File: src/t1ec_pkg.sv
// Overview of operation
// Path count is 12 bits, split nibble/byte.
// D4 counts Ft (plus Fs optionally); ESF counts CRC6.
// Shared byte: sync high nibble, path low nibble.
// Mode one counts out-of-sync multiframes.
// Out-of-sync counting continues during sync loss.
// Mode zero counts Ft (D4) or FPS (ESF).
// Framing-error sync counting held during sync loss.
// Sync count 12 bits, low byte separate.
// Update at second or 42 ms boundary.
// Counters saturate, never roll over.
// Path counter held during sync loss.
// Software reads within one interval.
// Boundary copies counts, restarts running counts.
package t1ec_pkg;
	localparam int         CNT_W          = 12;
	localparam logic [7:0] ADDR_SHARED_HI = 8'h25;
	localparam logic [7:0] ADDR_PATH_LO   = 8'h26;
	localparam logic [7:0] ADDR_SYNC_LO   = 8'h27;
	localparam int         HI_NIB_POS     = 4;
	localparam int         LO_NIB_POS     = 0;
	localparam logic [11:0] CNT_RESET     = 12'h000;
	localparam logic [11:0] CNT_MAX       = 12'hFFF;
endpackage : t1ec_pkg

File: src/t1ec_sat_counter.sv
`timescale 1ns/100ps
`default_nettype none
module t1ec_sat_counter #(
	parameter int W = 12
) (
	// Clock and control
	input  wire logic         clk,
	input  wire logic         rst,
	input  wire logic         ce,
	// Counting
	input  wire logic         inc,
	input  wire logic         restart,
	output logic [W-1:0]      count_q,
	output logic [W-1:0]      snap_q
);
	// Restart takes the event of the same cycle so none is lost
	always_ff @(posedge clk) begin
		if (rst) begin
			count_q <= '0;
		end else if (ce) begin
			if (restart) begin
				count_q <= inc ? W'(1) : '0;
			end else if (inc && count_q != {W{1'b1}}) begin
				count_q <= count_q + W'(1);
			end
		end
	end

	always_ff @(posedge clk) begin
		if (rst) begin
			snap_q <= '0;
		end else if (ce && restart) begin
			snap_q <= count_q;
		end
	end
endmodule // t1ec_sat_counter
`default_nettype wire

File: src/t1ec_top.sv
`timescale 1ns/100ps
`default_nettype none
module t1ec_top (
	// Clock, reset, enable
	input  wire logic       CLK,
	input  wire logic       RST,
	input  wire logic       CE,
	// Configuration
	input  wire logic       FRAMING_MODE_SELECT,
	input  wire logic       FS_ERROR_COUNT_ENABLE,
	input  wire logic       SYNC_COUNTER_MODE_SELECT,
	input  wire logic       UPDATE_INTERVAL_SELECT,
	// Receive framer events, one-cycle strobes except RECEIVE_SYNC_LOST, a level held during sync loss
	input  wire logic       FT_ERROR,
	input  wire logic       FS_ERROR,
	input  wire logic       CRC6_ERROR,
	input  wire logic       FPS_ERROR,
	input  wire logic       MULTIFRAME,
	input  wire logic       RECEIVE_SYNC_LOST,
	input  wire logic       ONE_SECOND_TICK,
	input  wire logic       TICK_42MS,
	// Register read port
	input  wire logic [7:0] RD_ADDR,
	output logic [7:0]      RD_DATA
);
	logic boundary;
	logic path_inc;
	logic sync_inc;
	logic [11:0] path_cnt;
	logic [11:0] path_snap;
	logic [11:0] sync_cnt;
	logic [11:0] sync_snap;
	logic [7:0]  rd_d;

	////////////////////////////////////////////////////////////////////////
	// Event selection

	// Interval choice follows the selector live; a stray tick during a
	// change of selector just ends the interval early
	assign boundary = UPDATE_INTERVAL_SELECT ? TICK_42MS
		: ONE_SECOND_TICK;

	always_comb begin
		if (RECEIVE_SYNC_LOST) begin
			path_inc = 1'b0;
		end else if (FRAMING_MODE_SELECT) begin
			path_inc = CRC6_ERROR;
		end else begin
			path_inc = FT_ERROR | (FS_ERROR_COUNT_ENABLE & FS_ERROR);
		end
	end

	always_comb begin
		if (SYNC_COUNTER_MODE_SELECT) begin
			sync_inc = MULTIFRAME & RECEIVE_SYNC_LOST;
		end else if (RECEIVE_SYNC_LOST) begin
			sync_inc = 1'b0;
		end else begin
			sync_inc = FRAMING_MODE_SELECT ? FPS_ERROR : FT_ERROR;
		end
	end

	////////////////////////////////////////////////////////////////////////
	// Counters

	t1ec_sat_counter #(.W(t1ec_pkg::CNT_W)) u_path (
		.clk     (CLK),
		.rst     (RST),
		.ce      (CE),
		.inc     (path_inc),
		.restart (boundary),
		.count_q (path_cnt),
		.snap_q  (path_snap)
	);

	t1ec_sat_counter #(.W(t1ec_pkg::CNT_W)) u_sync (
		.clk     (CLK),
		.rst     (RST),
		.ce      (CE),
		.inc     (sync_inc),
		.restart (boundary),
		.count_q (sync_cnt),
		.snap_q  (sync_snap)
	);

	////////////////////////////////////////////////////////////////////////
	// Read port, registered; it reads the snapshots, which stay put for one interval

	always_comb begin
		unique case (RD_ADDR)
			t1ec_pkg::ADDR_SHARED_HI: rd_d = {sync_snap[11:8],
				path_snap[11:8]};
			t1ec_pkg::ADDR_PATH_LO:   rd_d = path_snap[7:0];
			t1ec_pkg::ADDR_SYNC_LO:   rd_d = sync_snap[7:0];
			default:                  rd_d = 8'h00;
		endcase
	end

	always_ff @(posedge CLK) begin
		if (RST) begin
			RD_DATA <= 8'h00;
		end else if (CE) begin
			RD_DATA <= rd_d;
		end
	end
endmodule // t1ec_top
`default_nettype wire

File: config.mk
export PLATFORM = sky130hd
export DESIGN_NAME = t1ec_top
export DESIGN_NICKNAME = d
export VERILOG_FILES = /design/src/t1ec_pkg.sv /design/src/t1ec_sat_counter.sv /design/src/t1ec_top.sv
export SDC_FILE = /design/constraint.sdc
export NUM_CORES = 1
export LEC_CHECK = 0
export ABC_AREA = 0
export BUFFER_PORTS_ARGS = -buffer_cell sky130_fd_sc_hd__clkbuf_2
export CORE_ASPECT_RATIO = 0.75
export CORE_UTILIZATION = 31
export DETAILED_ROUTE_END_ITERATION = 10
export HOLD_SLACK_MARGIN = 0.08
export RECOVER_POWER = 50
export SLEW_MARGIN = 20
export SYNTH_ARGS = -nofsm -noshare
export SYNTH_HDL_FRONTEND = slang
export SYNTH_SLANG_ARGS = --single-unit
File: constraint.sdc
create_clock -name CLK -period 1.65 [get_ports CLK]
set_input_delay 0.2475 -clock CLK [delete_from_list [all_inputs] [get_ports CLK]]
set_output_delay 0.2475 -clock CLK [all_outputs]
set_load 0.01 [all_outputs]
==> results.txt, run 1 <==
----------------------------------------------------
[Outcome]
  Run status ... finished clean

[Route]
  Starting DRC count in detailed routing ... between 150 and 200
  Average vias per placed instance ... 5.41
  DRC viols ... 0
  Vias ... between 2000 and 3000
  Final ANT Viol Nets ... 0
  Drt wl/cell ... about 15 um
  1st-pass router iterations ... 5
  Total Routed Length ... roughly 7500 um

[Worst setup path]
  Critical Path Slowest Stage Cell ... dfxtp_1
  Launching element of the worst setup path ... u_sync.count_q[11]
  Worst Reg2Reg Path Length in Cells ... 5
  Critical path, cell by cell ... and4_1, a21oi_1, nand4_1, or3_1, a21oi_1
  Nature of the critical path endpoint ... flip-flop
  Maximum fanout count along the critical path ... 4
  Maximum cell stage delay along the critical path ... 0.37 ns
  Dominant cell type by count on the critical path ... a21oi_1
  Data required time of the worst path ... between 1.5 and 2 ns
  Crit start category ... flip-flop
  Launch point of the worst reg-to-reg path ... u_sync.count_q[11]
  Critical path class ... flip-flop to flip-flop
  Data arrival time of the critical path ... ~1.8 ns
  Endpoint of the most critical register-to-register path ... u_sync.count_q[9]
  Setup slack, reg-to-reg ... around 0.08 ns

[Yosys]
  Synth Instances ... 342
  Synth async-reset ratio ... 0%
  Post-synthesis average cell area ... 7.94 um2
  Cell area after synthesis ... approximately 2700 um2
  Fraction of post-synthesis cell area in the top cell type by area ... roughly two fifths
  Post-synth top flop ... dfxtp_1
  Share of the yosys chip area belonging to registers ... about two fifths
  Top cells by instance count after synthesis ... nand2_1 (70), dfxtp_1 (56), a21oi_1 (38)
  EDFF count, synth ... 0
  Count of unique library cells instantiated by Yosys ... 39
  Leading cell types by total area after synthesis ... dfxtp_1 (41%), nand2_1 (9.7%), a21oi_1 (7.0%), o21ai_0 (4.1%), mux2_2 (3.7%)
  Synth Warn # ... 0
  Number of nets produced by synthesis ... between 300 and 400
  Cell with the most instances after synthesis ... nand2_1
  Number of register bits inferred by synthesis ... 56
  Cell accounting for the most synthesized area ... dfxtp_1

[Placement]
  Cell count after placement ... between 500 and 600
  Count of buffers inserted at the top-level ports ... 30
  Area post-placement ... 3330 um2
  Final weighted congestion in routability-driven placement ... 0.864
  HPWL after DPL ... ~5500 um

[STA]
  Setup repair after global routing missed its margin ... yes
  Worst-case headroom to the max-slew limit ... around 70%
  Finish-stage setup viols ... 0
  Final Hold Slack ... approximately 0.23 ns
  Time the final worst path needs with I/O delays and setup ... 1.57 ns
  Maximum clock rate ... about 0.64 GHz
  Number of pins with negative max-slew slack in the final report ... 0
  Number of failing hold endpoints at the final stage ... 0
  Share of the clock period used by the worst path after layout ... a little over nine tenths
  Actual transition at the worst max-transition pin ... 0.436 ns
  Clk_skew ... around 0.0055 ns

[Clock network]
  Count of clock tree sinks ... 56
  Clock tree from TritonCTS ... built
  Maximum level of the CTS H-tree ... 2
  Buffer cell driving the clock tree root ... clkbuf_16
  Clock Pin Slew Worst Setup and Hold Paths ... 0.07 ns
  Clock insertion delay at the later pin of the skew report ... 0.29 ns
  Buffer depth of the longest clock path ... 2
  Cts hold-fix bufs ... 0
  Num CTS Buffers ... 5

[Min path]
  Tightest Hold Check Type ... primary input to flip-flop
  Hold Startpoint ... RST
  WHS Path Cells ... 2
  Hold worst-path end ... u_path.count_q[1]

[Finish]
  Growth of design area from synthesis to finish ... 29.9%
  Post-route standard cell area excluding fillers ... between 3000 and 4000 um2
  # nets final ... 432
  Share of post-route cells with drive strength above 1 ... 25.0%
  Cell Count, Final, Fillers Out ... around 520
  Diodes inserted ... 0

[Global routing]
  First-pass GRT wire length ... approximately 12000 um
  GRT busiest layer ... met1
  Total congestion overflow ... 0
  GRT met3 Usage ... ~3.8%
  Global router's overall resource usage ... between 15 and 20%
  Vias in the first global route ... 2494
  Global routing usage on met2 ... roughly 23%
  GR met1 Demand/Resource ... around 28%
  Maximum number of pins on one net before global-route repair ... between 40 and 50
  Initial antenna violation count ... 0

[Floorplan]
  IO Pins ... 31
  Floorplan die height ... 83.1 um
  Std-Cell Core Area ... between 8000 and 9000 um2
  Site Rows ... 29
  Width of the chip ... between 100 and 150 um
  Starting density of the core ... 32.0%
  Die area ... 9140 um2

[Pwr]
  Power density cells ... around 810 nW/um2
  Post-layout total power ... approximately 2.8 mW
  Largest voltage drop on the vdd net ... approximately 0.58 mV
  Leakage power ... about 1.3 nW

[Job]
  Max-cap viol count ... 0

----------------------------------------------------
## area by class of cell
class	instances	area [um2]
clock inverters	2	38.8
well taps	108	135
flip-flops and latches	56	1120
repair buffers	80	528
clock buffers	6	129
inverters	6	22.5
multi-input cells	258	1550
fillers	889	4960
## logic make-up (layout without fill, tap and decap cells)
kind of cell / after synthesis / after routing / synth area share [%]
and+or+nand+nor: 141 / 141 / 24.9
buffers and inverters: 28 / 94 / 4.01
muxes: 11 / 11 / 4.47
DFF: 56 / 56 / 41.3
AOI/OAI and AO/OA: 104 / 104 / 24.4
adders and majority gates: 2 / 2 / 0.922
## registers in the layout, summed over array words and instances, names as in the netlist
register        count
u_path.snap_q      12
RD_DATA             8
u_sync.snap_q      12
u_path.count_q     12
u_sync.count_q     12
## worst max-delay path: cells and delay by family, from the launching register on
family	cells	cell delay, ns
compound gates	2	0.40
flops	1	0.37
simple gates	3	0.75
## timing repair
item / 4_1_cts / 5_1_grt
setup buffers: 0 / 0
resized for setup: 0 / 11
endpoints found under the setup margin: 0 / 13
## per-layer routing
| metal | wire length (um) | vias up |
|---|---|---|
| met5 | 0 | - |
| met4 | 49 | 0 |
| met3 | 560 | 5 |
| met2 | 2930 | 103 |
| met1 | 3990 | 1290 |
| li1 | - | 1392 |
## power by group
part,switching (mW),leakage [nW],internal [mW]
logic,0.160,0.748,0.101
clock network,0.506,0.0815,0.724
registers,0.00281,0.452,1.35
## metrics by stage
step / setup slack [ns] / setup TNS, ns / utilization [%]
final: 0.0798 / 0 / 41.5
after CTS: 0.0276 / 0 / 41.2
after detailed placement: -0.0826 / -0.184 / 39.3
after global placement: -0.0213 / -0.0334 / 39.3
after global routing: -0.0102 / -0.0251 / 41.5
after floorplan: -0.00428 / -0.0249 / -
## worst max-delay path by stage
stage / to / slack, ns / depth (start not counted)
6_report: u_sync.count_q[9] / 0.08 / 5
5_1_grt: u_path.count_q[2] / -0.01 / 7
4_1_cts: u_path.count_q[3] / 0.03 / 7
3_5_place_dp: u_sync.count_q[10] / -0.08 / 7
3_3_place_gp: u_sync.count_q[5] / -0.02 / 6
2_1_floorplan: u_path.count_q[5] / -0.004 / 6
## layout by cell type (no fill, tap or decap), types with 3 or more instances in the layout
| cell | n |
|---|---|
| nand3_1 | 9 |
| or3_1 | 3 |
| clkbuf_1 | 11 |
| mux2_2 | 9 |
| dfxtp_1 | 54 |
| a21oi_1 | 38 |
| inv_1 | 6 |
| nor2b_1 | 3 |
| and2_1 | 3 |
| nand3_2 | 3 |
| a22o_1 | 8 |
| nand4_1 | 10 |
| a31oi_1 | 9 |
| o211ai_1 | 3 |
| o21ai_0 | 13 |
| and3_1 | 5 |
| nand2_1 | 70 |
| clkbuf_16 | 5 |
| o21ai_1 | 9 |
| or4_1 | 3 |
| nor2_1 | 18 |
| a22oi_1 | 8 |
| clkbuf_2 | 22 |
| buf_4 | 45 |
Note: power is estimated with default switching activity, not from simulation.
==> run 2: changes to the inputs <==
ABC_AREA = 1   (was 0)
==> run 2 against run 1 <==
Sequential share of layout area about the same; cell area about the same; highest routed layer unchanged; final cell count up 19%; first-iteration DRC count up 28%; synthesized area up 11%; maximum frequency up 2.5%.
==> results.txt, run 2 <==
----------------------------------------------------
[Outcome]
  Run status ... finished clean

[Yosys]
  EDFF count, synth ... 0 (unchanged)
  Leading cell types by total area after synthesis ... dfxtp_1 (37%), nand2_1 (13%), nand3_1 (10%), a21oi_1 (6.7%), nor2_1 (6.6%)
  Post-synth top flop ... dfxtp_1
  Number of register bits inferred by synthesis ... 56 (unchanged)
  Count of unique library cells instantiated by Yosys ... 31 (-21%)
  Cell accounting for the most synthesized area ... dfxtp_1
  Cell with the most instances after synthesis ... nand2_1
  Xor and xnor area share after synthesis ... 0.584% (+0.58 points)
  Fraction of post-synthesis cell area in the top cell type by area ... 37.4% (-3.9 points)
  Synth Instances ... 446 (+30%)
  Share of the yosys chip area belonging to registers ... 37.4% (-3.9 points)
  Synthesized-area fraction occupied by and/or/nand/nor cells ... 38.4% (+13 points)
  Cell area after synthesis ... 3000 um2 (+11%)
  Dominant combinational cell family by area after synthesis ... simple AND/OR/NAND/NOR gates
  Synth Warn # ... 0 (unchanged)
  Fraction of synthesized area in multiplexers ... 0% (-4.5 points)
  Adder and majority cell fraction of the synthesized area ... 0.834% (-0.088 points)
  Number of nets produced by synthesis ... 471 (+28%)
  Top cells by instance count after synthesis ... nand2_1 (106), nand3_1 (60), dfxtp_1 (56)
  Post-synthesis average cell area ... 6.73 um2 (-15%)
  Synth async-reset ratio ... 0% (unchanged)
  Compound-Gate Fraction of Synth Area ... 14.2% (-10 points)

[Clock network]
  Num CTS Buffers ... 5 (unchanged)
  Buffer depth of the longest clock path ... 2 (unchanged)
  Clock tree from TritonCTS ... built
  Maximum level of the CTS H-tree ... 2 (unchanged)
  Clock insertion delay at the later pin of the skew report ... 0.29 ns (about the same)
  Buffer cell driving the clock tree root ... clkbuf_16
  Count of clock tree sinks ... 56 (unchanged)
  Clock Pin Slew Worst Setup and Hold Paths ... 0.08 ns (about the same)
  Cts hold-fix bufs ... 0 (unchanged)

[Finish]
  Most common cell after layout, fill and taps aside ... nand2_1
  Growth of design area from synthesis to finish ... 17.6%
  Share of post-route cells with drive strength above 1 ... 16.1% (-8.9 points)
  Cell Count, Final, Fillers Out ... 613 (+19%)
  Diodes inserted ... 0 (unchanged)
  # nets final ... 509 (+18%)
  Commonest cells after routing, fill and taps aside ... nand2_1 (106), nand3_1 (60), dfxtp_1 (54)

[Pwr]
  Internal ... 2.10 mW (-3.6%)
  Logic pwr share ... 11.6% (+2.5 points)
  Largest voltage drop on the vdd net ... 0.530 mV (-8.7%)
  Sw Ratio ... 27.1% (+3.6 points)
  Clk pwr share ... 38.1% (-5.1 points)
  Seq pwr share ... 50.2% (+2.5 points)
  Power density cells ... 817 nW/um2 (+1.2%)
  Net switching power figure ... 781 uW (+17%)
  Post-layout total power ... 2.88 mW (+1.2%)
  Leakage power ... 1.42 nW (+11%)

[Floorplan]
  Die area ... 10100 um2 (+10%)
  Starting density of the core ... 32.5% (+0.52 points)
  Width of the chip ... 116 um (+5.0%)
  IO Pins ... 31 (unchanged)
  Floorplan die height ... 87.2 um (+5.0%)
  Std-Cell Core Area ... 9230 um2 (+8.8%)
  Site Rows ... 30 (+3.4%)

[Route]
  DRC viols ... 0 (unchanged)
  Drt wl/cell ... 12.5 um (-14%)
  1st-pass router iterations ... 5 (unchanged)
  Final ANT Viol Nets ... 0 (unchanged)
  Average vias per placed instance ... 4.79 (-11%)
  Vias ... 2934 (+5.2%)
  Starting DRC count in detailed routing ... 223 (+28%)
  Total Routed Length ... 7660 um (+1.6%)

[Worst setup path]
  Critical path class ... flip-flop to flip-flop
  Setup slack, reg-to-reg ... 0.12 ns (+0.04 ns)
  Launching element of the worst setup path ... u_path.count_q[1]
  Nature of the critical path endpoint ... flip-flop
  Worst Reg2Reg Path Length in Cells ... 9 (+4)
  Crit start category ... flip-flop
  Data required time of the worst path ... 1.89 ns (about the same)
  Critical path capture point ... u_path.count_q[11]
  Endpoint of the most critical register-to-register path ... u_path.count_q[11]
  Maximum fanout count along the critical path ... 10 (+6)
  Data arrival time of the critical path ... 1.77 ns (-0.03 ns)
  Launch point of the worst reg-to-reg path ... u_path.count_q[1]

[STA]
  Share of the clock period used by the worst path after layout ... 92.9% (-2.3 points)
  Time the final worst path needs with I/O delays and setup ... 1.53 ns (-0.0380 ns)
  Worst-case headroom to the max-slew limit ... 44.4% (-27 points)
  Maximum clock rate ... 0.653 GHz (+2.5%)
  Actual transition at the worst max-transition pin ... 0.828 ns (+0.392 ns)
  Number of failing hold endpoints at the final stage ... 0 (unchanged)
  Finish-stage setup viols ... 0 (unchanged)
  Number of pins with negative max-slew slack in the final report ... 0 (unchanged)
  Clk_skew ... 0.00488 ns (-0.000631 ns)

[Min path]
  Tightest Hold Check Type ... primary input to flip-flop

[Global routing]
  Vias in the first global route ... 2623 (+5.2%)
  Maximum number of pins on one net before global-route repair ... 45 (+9.8%)
  Initial antenna violation count ... 0 (unchanged)
  Total congestion overflow ... 0 (unchanged)
  First-pass GRT wire length ... 12700 um (+2.7%)
  Global router's overall resource usage ... 16.2% (-0.98 points)

[Placement]
  HPWL after DPL ... 5540 um (+0.26%)
  Cell count after placement ... 600 (+18%)
  Final weighted congestion in routability-driven placement ... 0.847 (-2.0%)
  Count of buffers inserted at the top-level ports ... 30 (unchanged)

[Job]
  Max-cap viol count ... 0 (unchanged)

----------------------------------------------------
run 2: timing repair:
| action | 4_1_cts | 5_1_grt |
|---|---|---|
| hold endpoints to repair | 0 | 0 |
| gates resized for setup | 0 | 6 |
| setup buffers | 0 | 4 |
| endpoints found under the setup margin | 0 | 19 |
run 2: worst min-delay path by stage:
stage	start	endpoint	slack, ns	depth (start not counted)
final	RST	u_path.count_q[8]	0.43	3
after global routing	RST	u_path.count_q[7]	0.43	3
after CTS	RST	u_path.count_q[7]	0.42	3
after detailed placement	RD_DATA[6]	RD_DATA[6]	0.46	2
after global placement	RD_DATA[4]	RD_DATA[4]	0.46	2
after floorplan	u_path.snap_q[2]	u_path.snap_q[2]	0.46	2
run 2: kinds of logic after synthesis:
group                      Yosys count
and+or+nand+nor                    246
AOI/OAI and AO/OA                   80
buffers and inverters               60
DFF                                 56
xor gates and xnor gates             2
adders and majority gates            2
run 2: power by group through the flow:
| stage | sequential [mW] | combinational (mW) | clock [mW] |
|---|---|---|---|
| 6_report | 1.45 | 0.335 | 1.10 |
| 5_1_grt | 1.46 | 0.380 | 1.17 |
| 4_1_cts | 1.44 | 0.322 | 1.12 |
| 3_5_place_dp | 1.48 | 0.320 | 0 |
| 3_3_place_gp | 1.48 | 0.315 | 0 |
| 2_1_floorplan | 1.46 | 0.225 | 0 |
run 2: metal layers:
metal | global-route usage [%] | wire (um)
met4 | 3.78 | 72
met5 | 0 | 0
met3 | 3.20 | 502
met2 | 22.8 | 2920
met1 | 25.0 | 4170
run 2: metrics by stage:
stage	setup WS (ns)	hold slack [ns]	instance area, um2	utilization, %	setup TNS (ns)
global placement	0.125	0.457	3330	36.1	0
floorplan	0.202	0.456	3000	-	0
finish	0.118	0.429	3530	38.2	0
global route	-0.00203	0.432	3530	38.2	-0.00394
CTS	0.0271	0.422	3480	37.7	0
detailed placement	0.0442	0.459	3330	36.1	0
run 2: cell type report:
| type | count | area (um2) |
|---|---|---|
| fill | 1010 | 5710 |
| sequential | 56 | 1120 |
| clock buffer | 5 | 125 |
| multi-input combinational | 331 | 1650 |
| inverter | 41 | 154 |
| timing repair buffer | 49 | 294 |
| tap | 128 | 160 |
| clock inverter | 3 | 26.3 |
run 2: worst max-delay path, cell delays in order, from the launching register on:
cell and delay, ns:
dfxtp_1 0.40, ha_4 0.18, nand2_2 0.09, nor2_4 0.15, nand3_2 0.14, nand3_4 0.17
nand2_4 0.11, inv_2 0.11, nor2_1 0.06, nor2_1 0.08
==> run 3: changes to the inputs <==
==> constraint.sdc (replaced) <==
create_clock -name CLK -period 1.65 [get_ports CLK]
set_input_delay 0.165 -clock CLK [delete_from_list [all_inputs] [get_ports CLK]]
set_output_delay 0.165 -clock CLK [all_outputs]
set_load 0.01 [all_outputs]
==> run 3 against run 2 <==
Sequential power barely moved; clock skew rose by 0.00077 ns; register-to-register slack got worse by 0.04 ns; total power rose by 5.1%; count of clock-buffer cells in the layout did not move; combinational power rose by 1%; highest routed layer unchanged.
==> results.txt, run 3 (synthesis gave the netlist of run 2 again) <==
----------------------------------------------------
[Outcome]
  Run status ... finished clean

[STA]
  Time the final worst path needs with I/O delays and setup ... 1.57 ns (+0.0409 ns)
  Finish-stage setup viols ... 0 (unchanged)
  Actual transition at the worst max-transition pin ... 0.567 ns (-0.261 ns)
  Number of failing hold endpoints at the final stage ... 0 (unchanged)
  Maximum clock rate ... 0.636 GHz (-2.6%)
  Final Hold Slack ... 0.343 ns (-0.0863 ns)
  Number of pins with negative max-slew slack in the final report ... 0 (unchanged)
  Setup TNS ... 0 ns (unchanged)
  Clk_skew ... 0.00566 ns (+0.000771 ns)
  Post-route worst setup slack ... 0.0768 ns (-0.0409 ns)
  Share of the clock period used by the worst path after layout ... 95.3% (+2.5 points)
  Worst-case headroom to the max-slew limit ... 62.0% (+18 points)
  Setup repair after global routing missed its margin ... yes

[Global routing]
  Vias in the first global route ... 2537 (-3.3%)
  Total congestion overflow ... 0 (unchanged)
  Initial antenna violation count ... 0 (unchanged)
  First-pass GRT wire length ... 12300 um (-2.7%)
  Maximum number of pins on one net before global-route repair ... 45 (unchanged)
  Global router's overall resource usage ... 15.8% (-0.40 points)

[Finish]
  Post-route standard cell area excluding fillers ... 3570 um2 (+1.1%)
  # nets final ... 512 (+0.59%)
  Cell Count, Final, Fillers Out ... 616 (+0.49%)
  Growth of design area from synthesis to finish ... 18.8%
  Share of post-route cells with drive strength above 1 ... 17.2% (+1.1 points)
  Commonest cells after routing, fill and taps aside ... nand2_1 (106), nand3_1 (60), dfxtp_1 (54)
  End-of-flow core utilization ... 38.6% (+0.41 points)
  Most common cell after layout, fill and taps aside ... nand2_1
  Diodes inserted ... 0 (unchanged)

[Route]
  Final ANT Viol Nets ... 0 (unchanged)
  Total Routed Length ... 7820 um (+2.2%)
  Starting DRC count in detailed routing ... 214 (-4.0%)
  1st-pass router iterations ... 5 (unchanged)
  DRC viols ... 0 (unchanged)
  Average vias per placed instance ... 4.75 (-0.69%)
  Vias ... 2928 (-0.20%)
  Drt wl/cell ... 12.7 um (+1.7%)

[Worst setup path]
  Crit start category ... flip-flop
  Maximum fanout count along the critical path ... 7 (-3)
  Nature of the critical path endpoint ... flip-flop
  Data required time of the worst path ... 1.84 ns (-0.05 ns)
  Data arrival time of the critical path ... 1.76 ns (about the same)
  Critical path class ... flip-flop to flip-flop

[Clock network]
  Buffer depth of the longest clock path ... 2 (unchanged)
  Clock insertion delay at the later pin of the skew report ... 0.29 ns (about the same)
  Num CTS Buffers ... 5 (unchanged)
  Clock Pin Slew Worst Setup and Hold Paths ... 0.08 ns (about the same)
  Buffer cell driving the clock tree root ... clkbuf_16
  Maximum level of the CTS H-tree ... 2 (unchanged)
  Clock tree from TritonCTS ... built
  Count of clock tree sinks ... 56 (unchanged)

[Placement]
  Area post-placement ... 3330 um2 (unchanged)
  HPWL after DPL ... 5570 um (+0.49%)
  Setup slack at placement ... 0.0372 ns (-0.00704 ns)
  Cell count after placement ... 600 (unchanged)
  Count of buffers inserted at the top-level ports ... 30 (unchanged)
  Final weighted congestion in routability-driven placement ... 0.854 (+0.83%)

[Pwr]
  Post-layout total power ... 3.03 mW (+5.1%)
  Power density cells ... 849 nW/um2 (+4.0%)
  Leakage power ... 1.45 nW (+1.8%)
  Largest voltage drop on the vdd net ... 0.475 mV (-10%)

[Floorplan]
  Floorplan die height ... 87.2 um (unchanged)
  Width of the chip ... 116 um (unchanged)
  IO Pins ... 31 (unchanged)
  Site Rows ... 30 (unchanged)
  Starting density of the core ... 32.5% (unchanged)
  Std-Cell Core Area ... 9230 um2 (unchanged)
  Die area ... 10100 um2 (unchanged)

[Job]
  Max-cap viol count ... 0 (unchanged)

[Min path]
  Tightest Hold Check Type ... primary input to flip-flop

----------------------------------------------------
==> run 3: cell types whose count changed in the layout (fill, tap and decap cells not counted), sizes merged <==
cell    delta
nand3      -1
inv        -1
bufinv     +1
clkbuf     -1
buf        +5
==> run 3: timing repair <==
| item | CTS | global route |
|---|---|---|
| setup buffers | 0 | 8 |
| gates resized for setup | 0 | 4 |
| setup endpoints to repair | 0 | 17 |
| hold buffers | 0 | 0 |
==> run 3: path summary, 6_finish.rpt <==
path	from	to	slack (ns)	cells past startpoint
worst max-delay path	u_path.count_q[1]	u_path.count_q[0]	0.08	9
worst min register to register	RD_DATA[6]	RD_DATA[6]	0.47	2
worst max register to register	u_path.count_q[1]	u_path.count_q[0]	0.08	9
worst min-delay path	RST	RD_DATA[6]	0.34	3
==> run 3: power by group <==
group	internal, mW	switching (mW)	total [mW]
Combinational	0.122	0.217	0.339
Sequential	1.41	0.0394	1.45
Clock	0.723	0.521	1.24
Total	2.25	0.777	3.03
==> run 3: cell type report <==
| cell class | count | area [um2] |
|---|---|---|
| clock buffer | 5 | 125 |
| fill | 991 | 5670 |
| inverter | 41 | 154 |
| multi-input combinational | 330 | 1630 |
| tap | 128 | 160 |
| clock inverter | 3 | 47.5 |
| timing repair buffer | 53 | 325 |
| sequential | 56 | 1120 |
==> run 3: critical path, cell delays in order (launching register included) <==
cell and delay [ns]:
dfxtp_1 0.37, ha_2 0.25, nand2_2 0.11, nor2_4 0.15, nand3_2 0.11, nand3_4 0.15
buf_4 0.15, nand3_1 0.06, nand2_1 0.07, nor2_1 0.05
==> run 3: metal layers <==
metal	GRT usage, %	vias up	routed length [um]
met3	2.78	7	423
met5	0	-	0
li1	-	1540	-
met4	3.54	0	58
met1	24.8	1289	4360
met2	21.9	92	2980
